[src/pkg/sdrw_pkg.sv]
// constants, register map and types for the descriptor ring walker
// Operation
// - clear ownership bit 31 when finished
// - zero length without jump means not ready
// - re-poll not-ready descriptor at intervals
// - jump loads word 1 into ring address
// - bit 29 marks final fragment
// - bit 25 masks ring done flag
// - bit 24 keeps ownership bit set
// - bit 23 strides 32 bytes, else 8
// - bit 22 selects local cpu address space
// - bit 21 swaps bytes, pci space only; code also swaps local space outside the on-chip window
// - word 1 is full 32-bit pointer
// - output descriptors get command overflow bit 27
// - result bit 26 copies destination overflow
// - output length overwritten with bytes written
// - one source per command; outputs on demand
// - inputs any alignment, outputs word aligned
package sdrw_pkg;

  // ***********************************************************
  // ring numbering
  // ***********************************************************
  localparam logic [1:0] RING_CMD = 2'h0;   // command ring
  localparam logic [1:0] RING_SRC = 2'h1;   // source data ring
  localparam logic [1:0] RING_RES = 2'h2;   // result ring
  localparam logic [1:0] RING_DST = 2'h3;   // destination ring

  // ***********************************************************
  // descriptor word 0 fields
  // ***********************************************************
  localparam int OWN_BIT     = 31;          // owned by engine
  localparam int JUMP_BIT    = 30;          // word 1 is next descriptor
  localparam int LAST_BIT    = 29;          // final fragment
  localparam int OVF_BIT     = 27;          // command overflowed
  localparam int DST_OVF_BIT = 26;          // destination overflowed
  localparam int MASK_BIT    = 25;          // suppress done flag
  localparam int KEEP_BIT    = 24;          // keep_owned_flag
  localparam int WIDE_BIT    = 23;          // wide_stride
  localparam int LOCAL_BIT   = 22;          // local_cpu_pointer
  localparam int SWAP_BIT    = 21;          // swap_byte_order
  localparam int LEN_W       = 16;          // length field width

  // ***********************************************************
  // strides and alignment
  // ***********************************************************
  localparam logic [31:0] STRIDE_NARROW = 32'h0000_0008;
  localparam logic [31:0] STRIDE_WIDE   = 32'h0000_0020;
  localparam logic [31:0] WORD_MASK     = 32'hffff_fffc;
  localparam logic [31:0] WORD_STEP     = 32'h0000_0004;

  // ***********************************************************
  // apb register map
  // ***********************************************************
  localparam logic [7:0] OFS_CMD_ADDR = 8'h00;   // command ring address
  localparam logic [7:0] OFS_SRC_ADDR = 8'h04;   // source ring address
  localparam logic [7:0] OFS_RES_ADDR = 8'h08;   // result ring address
  localparam logic [7:0] OFS_DST_ADDR = 8'h0c;   // destination ring address
  localparam logic [7:0] OFS_CTRL     = 8'h10;   // ring control / done flags
  localparam logic [7:0] OFS_POLL     = 8'h14;   // poll interval in cycles
  localparam int CTRL_EN_LSB   = 0;              // 4 x 2-bit ring control
  localparam int CTRL_DONE_LSB = 8;              // 4 done flags, write 1 clear
  localparam int CTRL_OWED_BIT = 12;             // source descriptor owed
  localparam int CTRL_BUSY_BIT = 13;             // walker not idle
  localparam logic [1:0]  RING_EN_CODE = 2'h2;   // enable code 0b10
  localparam logic [15:0] POLL_RESET   = 16'h0040;

  // ***********************************************************
  // walker states
  // ***********************************************************
  typedef enum logic [2:0] {
    ST_IDLE, ST_RD0, ST_RD1, ST_EVAL, ST_XFER, ST_WB, ST_NEXT
  } sdrw_state_t;

endpackage : sdrw_pkg

[src/rtl/sdrw_desc_fields.sv]
// descriptor word 0 decoding and write-back word construction
`timescale 1ns/1ps
module sdrw_desc_fields (
  input  wire logic [31:0] word0,       // fetched word 0
  input  wire logic [1:0]  ring,        // ring the word came from
  input  wire logic [15:0] count,       // bytes actually written
  input  wire logic        ovf_any,     // command overflowed somewhere
  input  wire logic        dst_ovf,     // a destination overflowed
  output logic             ready,       // descriptor usable
  output logic             jump,        // jump descriptor
  output logic             last,        // final fragment
  output logic             mask_done,   // no done flag
  output logic             wide,        // 32-byte stride
  output logic             local_ptr,   // local cpu space pointer
  output logic             swap,        // byte swap requested
  output logic             out_ring,    // destination or result ring
  output logic [15:0]      len,         // length field
  output logic [31:0]      wb_word      // word 0 to write back
);
  import sdrw_pkg::*;

  // ***********************************************************
  // field decode
  // ***********************************************************
  always_comb begin
    jump      = word0[JUMP_BIT];
    last      = word0[LAST_BIT];
    mask_done = word0[MASK_BIT];
    wide      = word0[WIDE_BIT];
    local_ptr = word0[LOCAL_BIT];
    swap      = word0[SWAP_BIT];
    len       = word0[LEN_W-1:0];
    out_ring  = (ring == RING_DST) || (ring == RING_RES);
    // owned but zero length is still a buffer being filled in
    ready     = word0[OWN_BIT] && (jump || (len != 16'h0000));
  end

  // ***********************************************************
  // write-back word
  // ***********************************************************
  always_comb begin
    wb_word = word0;
    if (!word0[KEEP_BIT]) begin
      wb_word[OWN_BIT] = 1'b0;
    end
    if (out_ring) begin
      wb_word[LEN_W-1:0] = count;
      if (ovf_any) begin
        wb_word[OVF_BIT] = 1'b1;
      end
    end
    if (ring == RING_RES) begin
      wb_word[DST_OVF_BIT] = dst_ovf;
    end
  end

endmodule : sdrw_desc_fields

[src/rtl/sdrw_ring_walker.sv]
// four-ring descriptor walker with apb register slave
//
// The APB register port and the address map were decided locally.
`timescale 1ns/1ps
module sdrw_ring_walker #(
  parameter logic [31:0] ONCHIP_BASE = 32'h0000_0000,   // on-chip ram window base
  parameter logic [31:0] ONCHIP_MASK = 32'hffff_0000    // window compare mask
) (
  input  wire logic        pclk,          // core clock, 40 MHz
  input  wire logic        presetn,       // async reset, active low
  input  wire logic        psel,          // apb select
  input  wire logic        penable,       // apb access phase
  input  wire logic        pwrite,        // apb direction
  input  wire logic [7:0]  paddr,         // apb byte address
  input  wire logic [31:0] pwdata,        // apb write data
  output logic [31:0]      prdata,        // apb read data
  output logic             pready,        // apb ready
  output logic             pslverr,       // apb error, unmapped address
  output logic             mem_req,       // memory request, held to ack
  output logic             mem_we,        // memory write
  output logic [31:0]      mem_addr,      // memory byte address
  output logic [31:0]      mem_wdata,     // memory write data
  input  wire logic        mem_ack,       // memory beat done
  input  wire logic [31:0] mem_rdata,     // memory read data
  input  wire logic        dst_demand,    // pipeline needs destination space
  input  wire logic        res_demand,    // pipeline needs result space
  output logic             xfer_valid,    // buffer handed to pipeline
  output logic [1:0]       xfer_ring,     // ring of the buffer
  output logic [31:0]      xfer_ptr,      // buffer byte pointer
  output logic [15:0]      xfer_len,      // buffer length or capacity
  output logic             xfer_last,     // final fragment
  output logic             xfer_local,    // pointer is local cpu space
  output logic             xfer_swap,     // swap bytes while moving
  input  wire logic        xfer_done,     // pipeline finished buffer
  input  wire logic [15:0] xfer_count,    // bytes written to output buffer
  input  wire logic        xfer_ovf       // buffer overflowed
);
  import sdrw_pkg::*;

  // refuse a window whose base has bits the compare would drop
  if ((ONCHIP_MASK & ONCHIP_BASE) != ONCHIP_BASE) begin : g_bad_window
    $error("onchip base has bits outside its mask");
  end

  // ***********************************************************
  // state
  // ***********************************************************
  logic [31:0] ring_addr [4];     // next descriptor per ring
  logic [15:0] poll_cnt  [4];     // re-poll wait per ring
  logic [15:0] poll_gap;          // software poll interval
  logic [7:0]  ring_ctrl;         // 2-bit control per ring
  logic [3:0]  done_flag;         // sticky ring done flags
  logic        src_owed;          // command needs its source descriptor
  logic        ovf_any;           // overflow seen in current command
  logic        dst_ovf;           // destination overflow in current command
  sdrw_state_t state;             // walker state
  logic [1:0]  cur;               // ring being serviced
  logic [1:0]  last_pick;         // round-robin memory
  logic [31:0] w0;                // fetched word 0
  logic [31:0] w1;                // fetched word 1
  logic [3:0]  elig;              // rings that may be polled
  logic [1:0]  pick;              // chosen ring
  logic        pick_ok;           // a ring is chosen
  logic        apb_wr;            // write access this cycle
  logic        apb_rd;            // read access this cycle
  logic        d_ready;
  logic        d_jump;
  logic        d_last;
  logic        d_mask;
  logic        d_wide;
  logic        d_local;
  logic        d_swap;
  logic        d_out;
  logic [15:0] d_len;
  logic [31:0] d_wb;
  logic [31:0] next_ptr;          // buffer pointer after alignment

  // ***********************************************************
  // helpers
  // ***********************************************************
  // decode used only by the slave error response
  function automatic logic addr_mapped(input logic [7:0] a);
    addr_mapped = (a == OFS_CMD_ADDR) || (a == OFS_SRC_ADDR) || (a == OFS_RES_ADDR) ||
                  (a == OFS_DST_ADDR) || (a == OFS_CTRL) || (a == OFS_POLL);
  endfunction : addr_mapped

  // ring address registers sit at consecutive words from zero
  function automatic logic addr_is_ring(input logic [7:0] a, input logic [1:0] r);
    addr_is_ring = (a == {4'h0, r, 2'h0});
  endfunction : addr_is_ring

  // output rings must stay word aligned, input rings keep any byte
  function automatic logic [31:0] align_for(input logic [1:0] r, input logic [31:0] a);
    align_for = ((r == RING_DST) || (r == RING_RES)) ? (a & WORD_MASK) : a;
  endfunction : align_for

  // ***********************************************************
  // descriptor decode
  // ***********************************************************
  sdrw_desc_fields u_fields (
    .word0     (w0),
    .ring      (cur),
    .count     (xfer_count),
    .ovf_any   (ovf_any | xfer_ovf),
    .dst_ovf   (dst_ovf | (xfer_ovf & (cur == RING_DST))),
    .ready     (d_ready),
    .jump      (d_jump),
    .last      (d_last),
    .mask_done (d_mask),
    .wide      (d_wide),
    .local_ptr (d_local),
    .swap      (d_swap),
    .out_ring  (d_out),
    .len       (d_len),
    .wb_word   (d_wb)
  );

  assign next_ptr = align_for(cur, w1);

  // ***********************************************************
  // apb slave
  // ***********************************************************
  assign apb_wr = psel && penable && pwrite && !pready;
  assign apb_rd = psel && penable && !pwrite && !pready;

  // one wait state: ready rises the cycle after access starts
  always_ff @(posedge pclk or negedge presetn) begin
    if (!presetn) begin
      pready  <= 1'b0;
      pslverr <= 1'b0;
      prdata  <= 32'h0000_0000;
    end else begin
      pready  <= psel && penable && !pready;
      pslverr <= psel && penable && !pready && !addr_mapped(paddr);
      prdata  <= 32'h0000_0000;
      if (apb_rd) begin
        unique case (paddr)
          OFS_CMD_ADDR: prdata <= ring_addr[RING_CMD];
          OFS_SRC_ADDR: prdata <= ring_addr[RING_SRC];
          OFS_RES_ADDR: prdata <= ring_addr[RING_RES];
          OFS_DST_ADDR: prdata <= ring_addr[RING_DST];
          OFS_POLL:     prdata <= {16'h0000, poll_gap};
          OFS_CTRL: begin
            prdata[CTRL_EN_LSB +: 8]   <= ring_ctrl;
            prdata[CTRL_DONE_LSB +: 4] <= done_flag;
            prdata[CTRL_OWED_BIT]      <= src_owed;
            prdata[CTRL_BUSY_BIT]      <= (state != ST_IDLE);
          end
          default:      prdata <= 32'h0000_0000;   // unmapped reads zero
        endcase
      end
    end
  end

  // ring control and poll interval registers
  always_ff @(posedge pclk or negedge presetn) begin
    if (!presetn) begin
      ring_ctrl <= 8'h00;
      poll_gap  <= POLL_RESET;
    end else if (apb_wr) begin
      if (paddr == OFS_CTRL) begin
        ring_ctrl <= pwdata[CTRL_EN_LSB +: 8];
      end
      if (paddr == OFS_POLL) begin
        // a zero gap would spin on memory; keep at least one cycle
        poll_gap <= (pwdata[15:0] == 16'h0000) ? 16'h0001 : pwdata[15:0];
      end
    end
  end

  // ***********************************************************
  // ring address registers
  // ***********************************************************
  // hardware update wins over a software write in the same cycle
  always_ff @(posedge pclk or negedge presetn) begin
    if (!presetn) begin
      for (int i = 0; i < 4; i++) begin
        ring_addr[i] <= 32'h0000_0000;
      end
    end else begin
      for (int i = 0; i < 4; i++) begin
        if ((state == ST_EVAL) && (cur == 2'(i)) && d_ready && d_jump) begin
          ring_addr[i] <= next_ptr;
        end else if ((state == ST_NEXT) && (cur == 2'(i))) begin
          ring_addr[i] <= ring_addr[i] + (d_wide ? STRIDE_WIDE : STRIDE_NARROW);
        end else if (apb_wr && addr_is_ring(paddr, 2'(i))) begin
          ring_addr[i] <= align_for(2'(i), pwdata);
        end
      end
    end
  end

  // ***********************************************************
  // polling timers
  // ***********************************************************
  // a not-ready ring sleeps for the poll gap, then is read again
  always_ff @(posedge pclk or negedge presetn) begin
    if (!presetn) begin
      for (int i = 0; i < 4; i++) begin
        poll_cnt[i] <= 16'h0000;
      end
    end else begin
      for (int i = 0; i < 4; i++) begin
        if ((state == ST_EVAL) && (cur == 2'(i)) && !d_ready) begin
          poll_cnt[i] <= poll_gap;
        end else if (poll_cnt[i] != 16'h0000) begin
          poll_cnt[i] <= poll_cnt[i] - 16'h0001;
        end
      end
    end
  end

  // ***********************************************************
  // ring eligibility and round-robin pick
  // ***********************************************************
  // source only after a command, outputs only when the pipeline asks
  always_comb begin
    for (int i = 0; i < 4; i++) begin
      elig[i] = (ring_ctrl[2*i +: 2] == RING_EN_CODE) && (poll_cnt[i] == 16'h0000);
    end
    elig[RING_CMD] = elig[RING_CMD] && !src_owed;
    elig[RING_SRC] = elig[RING_SRC] && src_owed;
    elig[RING_RES] = elig[RING_RES] && res_demand;
    elig[RING_DST] = elig[RING_DST] && dst_demand;
    pick    = last_pick;
    pick_ok = 1'b0;
    for (int k = 4; k >= 1; k--) begin
      if (elig[2'(last_pick + 2'(k))]) begin
        pick    = 2'(last_pick + 2'(k));
        pick_ok = 1'b1;
      end
    end
  end

  // ***********************************************************
  // walker state machine and memory / pipeline ports
  // ***********************************************************
  always_ff @(posedge pclk or negedge presetn) begin
    if (!presetn) begin
      state      <= ST_IDLE;
      cur        <= RING_CMD;
      last_pick  <= RING_DST;
      w0         <= 32'h0000_0000;
      w1         <= 32'h0000_0000;
      mem_req    <= 1'b0;
      mem_we     <= 1'b0;
      mem_addr   <= 32'h0000_0000;
      mem_wdata  <= 32'h0000_0000;
      xfer_valid <= 1'b0;
      xfer_ring  <= RING_CMD;
      xfer_ptr   <= 32'h0000_0000;
      xfer_len   <= 16'h0000;
      xfer_last  <= 1'b0;
      xfer_local <= 1'b0;
      xfer_swap  <= 1'b0;
    end else begin
      unique case (state)
        ST_IDLE: begin
          if (pick_ok) begin
            cur       <= pick;
            last_pick <= pick;
            mem_req   <= 1'b1;
            mem_we    <= 1'b0;
            mem_addr  <= ring_addr[pick];
            state     <= ST_RD0;
          end
        end
        ST_RD0: begin
          if (mem_ack) begin
            w0       <= mem_rdata;
            mem_addr <= mem_addr + WORD_STEP;
            state    <= ST_RD1;
          end
        end
        ST_RD1: begin
          if (mem_ack) begin
            w1      <= mem_rdata;
            mem_req <= 1'b0;
            state   <= ST_EVAL;
          end
        end
        ST_EVAL: begin
          if (!d_ready || d_jump) begin
            state <= ST_IDLE;
          end else begin
            xfer_valid <= 1'b1;
            xfer_ring  <= cur;
            xfer_ptr   <= next_ptr;
            xfer_len   <= d_len;
            xfer_last  <= d_last;
            xfer_local <= d_local;
            // on-chip ram is never swapped; pci space and local space outside the window can be
            xfer_swap  <= d_swap && !(d_local && ((next_ptr & ONCHIP_MASK) == ONCHIP_BASE));
            state      <= ST_XFER;
          end
        end
        ST_XFER: begin
          if (xfer_done) begin
            xfer_valid <= 1'b0;
            mem_req    <= 1'b1;
            mem_we     <= 1'b1;
            mem_addr   <= ring_addr[cur];
            mem_wdata  <= d_wb;
            state      <= ST_WB;
          end
        end
        ST_WB: begin
          if (mem_ack) begin
            mem_req <= 1'b0;
            mem_we  <= 1'b0;
            state   <= ST_NEXT;
          end
        end
        ST_NEXT: begin
          state <= ST_IDLE;
        end
      endcase
    end
  end

  // ***********************************************************
  // command bookkeeping
  // ***********************************************************
  // the last command fragment owes one source descriptor
  always_ff @(posedge pclk or negedge presetn) begin
    if (!presetn) begin
      src_owed <= 1'b0;
    end else if ((state == ST_NEXT) && d_last) begin
      if (cur == RING_CMD) begin
        src_owed <= 1'b1;
      end else if (cur == RING_SRC) begin
        src_owed <= 1'b0;
      end
    end
  end

  // overflow history lives until the command's last result descriptor
  always_ff @(posedge pclk or negedge presetn) begin
    if (!presetn) begin
      ovf_any <= 1'b0;
      dst_ovf <= 1'b0;
    end else if ((state == ST_XFER) && xfer_done && xfer_ovf) begin
      ovf_any <= 1'b1;
      if (cur == RING_DST) begin
        dst_ovf <= 1'b1;
      end
    end else if ((state == ST_NEXT) && (cur == RING_RES) && d_last) begin
      ovf_any <= 1'b0;
      dst_ovf <= 1'b0;
    end
  end

  // done flags: hardware set beats a software clear in one cycle
  always_ff @(posedge pclk or negedge presetn) begin
    if (!presetn) begin
      done_flag <= 4'h0;
    end else begin
      for (int i = 0; i < 4; i++) begin
        if ((state == ST_NEXT) && (cur == 2'(i)) && !d_mask) begin
          done_flag[i] <= 1'b1;
        end else if (apb_wr && (paddr == OFS_CTRL) && pwdata[CTRL_DONE_LSB + i]) begin
          done_flag[i] <= 1'b0;
        end
      end
    end
  end

endmodule : sdrw_ring_walker
[config.mk]
export PLATFORM = sky130hd
export DESIGN_NAME = sdrw_ring_walker
export DESIGN_NICKNAME = d
export VERILOG_FILES = /design/src/pkg/sdrw_pkg.sv /design/src/rtl/sdrw_desc_fields.sv /design/src/rtl/sdrw_ring_walker.sv
export SDC_FILE = /design/constraint.sdc
export NUM_CORES = 1
export LEC_CHECK = 0
export BUFFER_PORTS_ARGS = -buffer_cell sky130_fd_sc_hd__buf_2
export CAP_MARGIN = 20
export CORE_AREA = 2 2 203 245
export DETAILED_ROUTE_END_ITERATION = 12
export DIE_AREA = 0 0 205 247
export PLACE_DENSITY = 0.78
export SLEW_MARGIN = 20
export SYNTH_ARGS = -nofsm -noshare
export SYNTH_HDL_FRONTEND = slang
export SYNTH_HIERARCHICAL = 1
export SYNTH_SLANG_ARGS = --single-unit
[constraint.sdc]
create_clock -name pclk -period 4.3 [get_ports pclk]
set_input_delay 0.43 -clock pclk [delete_from_list [all_inputs] [get_ports pclk]]
set_output_delay 0.43 -clock pclk [all_outputs]
set_load 0.02 [all_outputs]
==> results.txt <==
Area grow syn2layout - 12.6%
Endpoint type of the worst setup path - flop
1st-iter DRT viols - 3269
Via Count - 24300
Vias in the first global route - 23400
Clock root cell - clkbuf_16
CTS Hold Bufs - 1
Initial antenna violation count - 2
Nature of the critical path startpoint - flop
Slew Limit Fails - 0
CP required - 4.77 ns
Routed wire length - 91600 um
RSZ-0062 raised after global routing - false
Global route overflow - 0
PostCTS Resize Cnt - 0
First-pass GRT wire length - 140000 um
Core area - 48600 sq um
Setup Fix Bufs, Post-CTS - 0
Setup_tns - 0 ns
Max-Slew Margin vs Limit - 34.2%
Final setup margin - 0.728 ns
Die height - 247 um
FILL cells - 4142
Post-Place Cells - 3567
Max_cap viols - 0
FF-to-FF path depth - 10
Critical path peak fanout - 12
Min cycle time layout - 3.57 ns
Critical path arrival - 4.05 ns
Port bufs - 251
DP Wirelength - 66200 um
Peak VDD IR - 0.458 mV
Routed wire per std cell - 25.1 um
HP Class - in2reg
Vias per cell - 6.65
Routed Antenna Nets - 0
Final non-filler cell total - 3655
Die ar. - 50600 sq um
Design Power - 17.3 mW
Largest net degree at the start of global routing - 117
Pleak - 13.0 nW
Critical path class - reg2reg
Total CTS buffers - 46
Maximum buffer depth of the clock tree - 3
Yosys Warn Count - 6
Net Count, Synth - 2961
R2R setup slack - 0.73 ns
CTS Sinks - 448
Worst-path clk slew - 0.06 ns
Final Hold Vio Count - 0
IO Pins - 252
Pre-CTS setup slack - 0.823 ns
GPL Wtd Cong - 0.992
TritonCTS clock tree - built
Skew-Pair Late Insertion Delay - 0.61 ns
Finish-stage setup viols - 0
Post-route clock period utilization - 83.1%
DRC errors left - 0
Initial Util - 54.0%
Share of cells above drive strength 1 - 21.8%
Layout Nets - 3099
Mapped Area - 26200 sq um
DRT Pass-1 Iters - 8
Row count - 89
Hold Path Depth - 2
Measured slew at the worst slew-check pin - 0.985 ns
Total GRT Usage - 36.1%
Outcome - completed
PwrDens - 586 nW/um^2
Die Wd - 205 um
Final Skew - 0.0233 ns
Syn avg cell area - 9.22 sq um
Syn Inst Count - 2842
Max Freq - 0.280 GHz
H-tree Lvls - 2
==> final timing paths <==
kind / from / to
max: poll_cnt[17]$_DFFE_PN0P_ / mem_addr[13]$_DFFE_PN0P_
min: mem_rdata[31] / w0[31]$_DFFE_PN0P_
max reg2reg: poll_cnt[17]$_DFFE_PN0P_ / mem_addr[13]$_DFFE_PN0P_
min reg2reg: mem_wdata[0]$_DFFE_PN0P_ / mem_wdata[0]$_DFFE_PN0P_
max in group asynchronous: presetn / last_pick[0]$_DFFE_PN1P_
min in group asynchronous: presetn / poll_cnt[8]$_DFFE_PN0P_
==> report_power, final <==
| group | internal (mW) | switching, mW | total [mW] |
|---|---|---|---|
| Combinational | 2.43 | 3.22 | 5.64 |
| Clock | 2.47 | 1.82 | 4.29 |
| Sequential | 5.49 | 1.87 | 7.36 |
| Total | 10.4 | 6.91 | 17.3 |
==> worst max-delay path: stages, from the launching register on <==
cell and delay [ns]:
dfrtp_1 0.39, inv_1 0.08, ha_1 0.19, nor4b_1 0.14, and4_1 0.36, a2bb2o_1 0.37
o31ai_2 0.58, nand2_2 0.38, nand2b_1 0.48, nor2_1 0.11, or3_1 0.36
==> flip-flops by register name (all words and copies together), names as in the netlist, 32 cells and up <==
signal,cells
w0,32
prdata,32
mem_addr,32
ring_addr,128
mem_wdata,32
poll_cnt,64
w1,32
xfer_ptr,32
==> metal layers <==
layer  wire length (um)  global-route usage, %  up-vias
li1                   -                      -    10600
met5                 18                      0        -
met3              11400                   8.32      237
met2              40000                   53.5     1555
met1              36100                   50.5    11900
met4               4040                   16.4        2
==> final cells by class <==
cell class                      count  area, sq um  share of cell area [%]
Multi-Input combinational cell   2127        13800                    46.9
Sequential cell                   448        11200                    38.0
Timing Repair Buffer              322         1900                    6.43
Clock buffer                       64         1360                    4.61
Tap cell                          637          797                    2.70
Clock inverter                     21          240                   0.815
Inverter                           35          131                   0.445
Antenna cell                        1         2.50                 0.00848
==> through the flow <==
step           util (%)  hold slack (ns)  cell area, sq um
5_1_grt            60.7           0.0606             29500
3_5_place_dp       57.4            0.456             27900
4_1_cts            60.7           0.0514             29500
2_1_floorplan         -            0.134             26200
6_report           60.7           0.0778             29500
3_3_place_gp       57.4            0.447             27800
==> cells in the final DEF (no fill, tap or decap), types with 63 or more instances in the layout <==
| cell | count |
|---|---|
| dfrtp_1 | 443 |
| nand2_1 | 408 |
| buf_2 | 250 |
| o21ai_0 | 248 |
| a21oi_1 | 208 |
| nor2_1 | 190 |
| mux2_2 | 177 |
| mux2i_1 | 67 |
| nand3_1 | 66 |
| buf_4 | 63 |
Note: power is estimated with default switching activity, not from simulation.
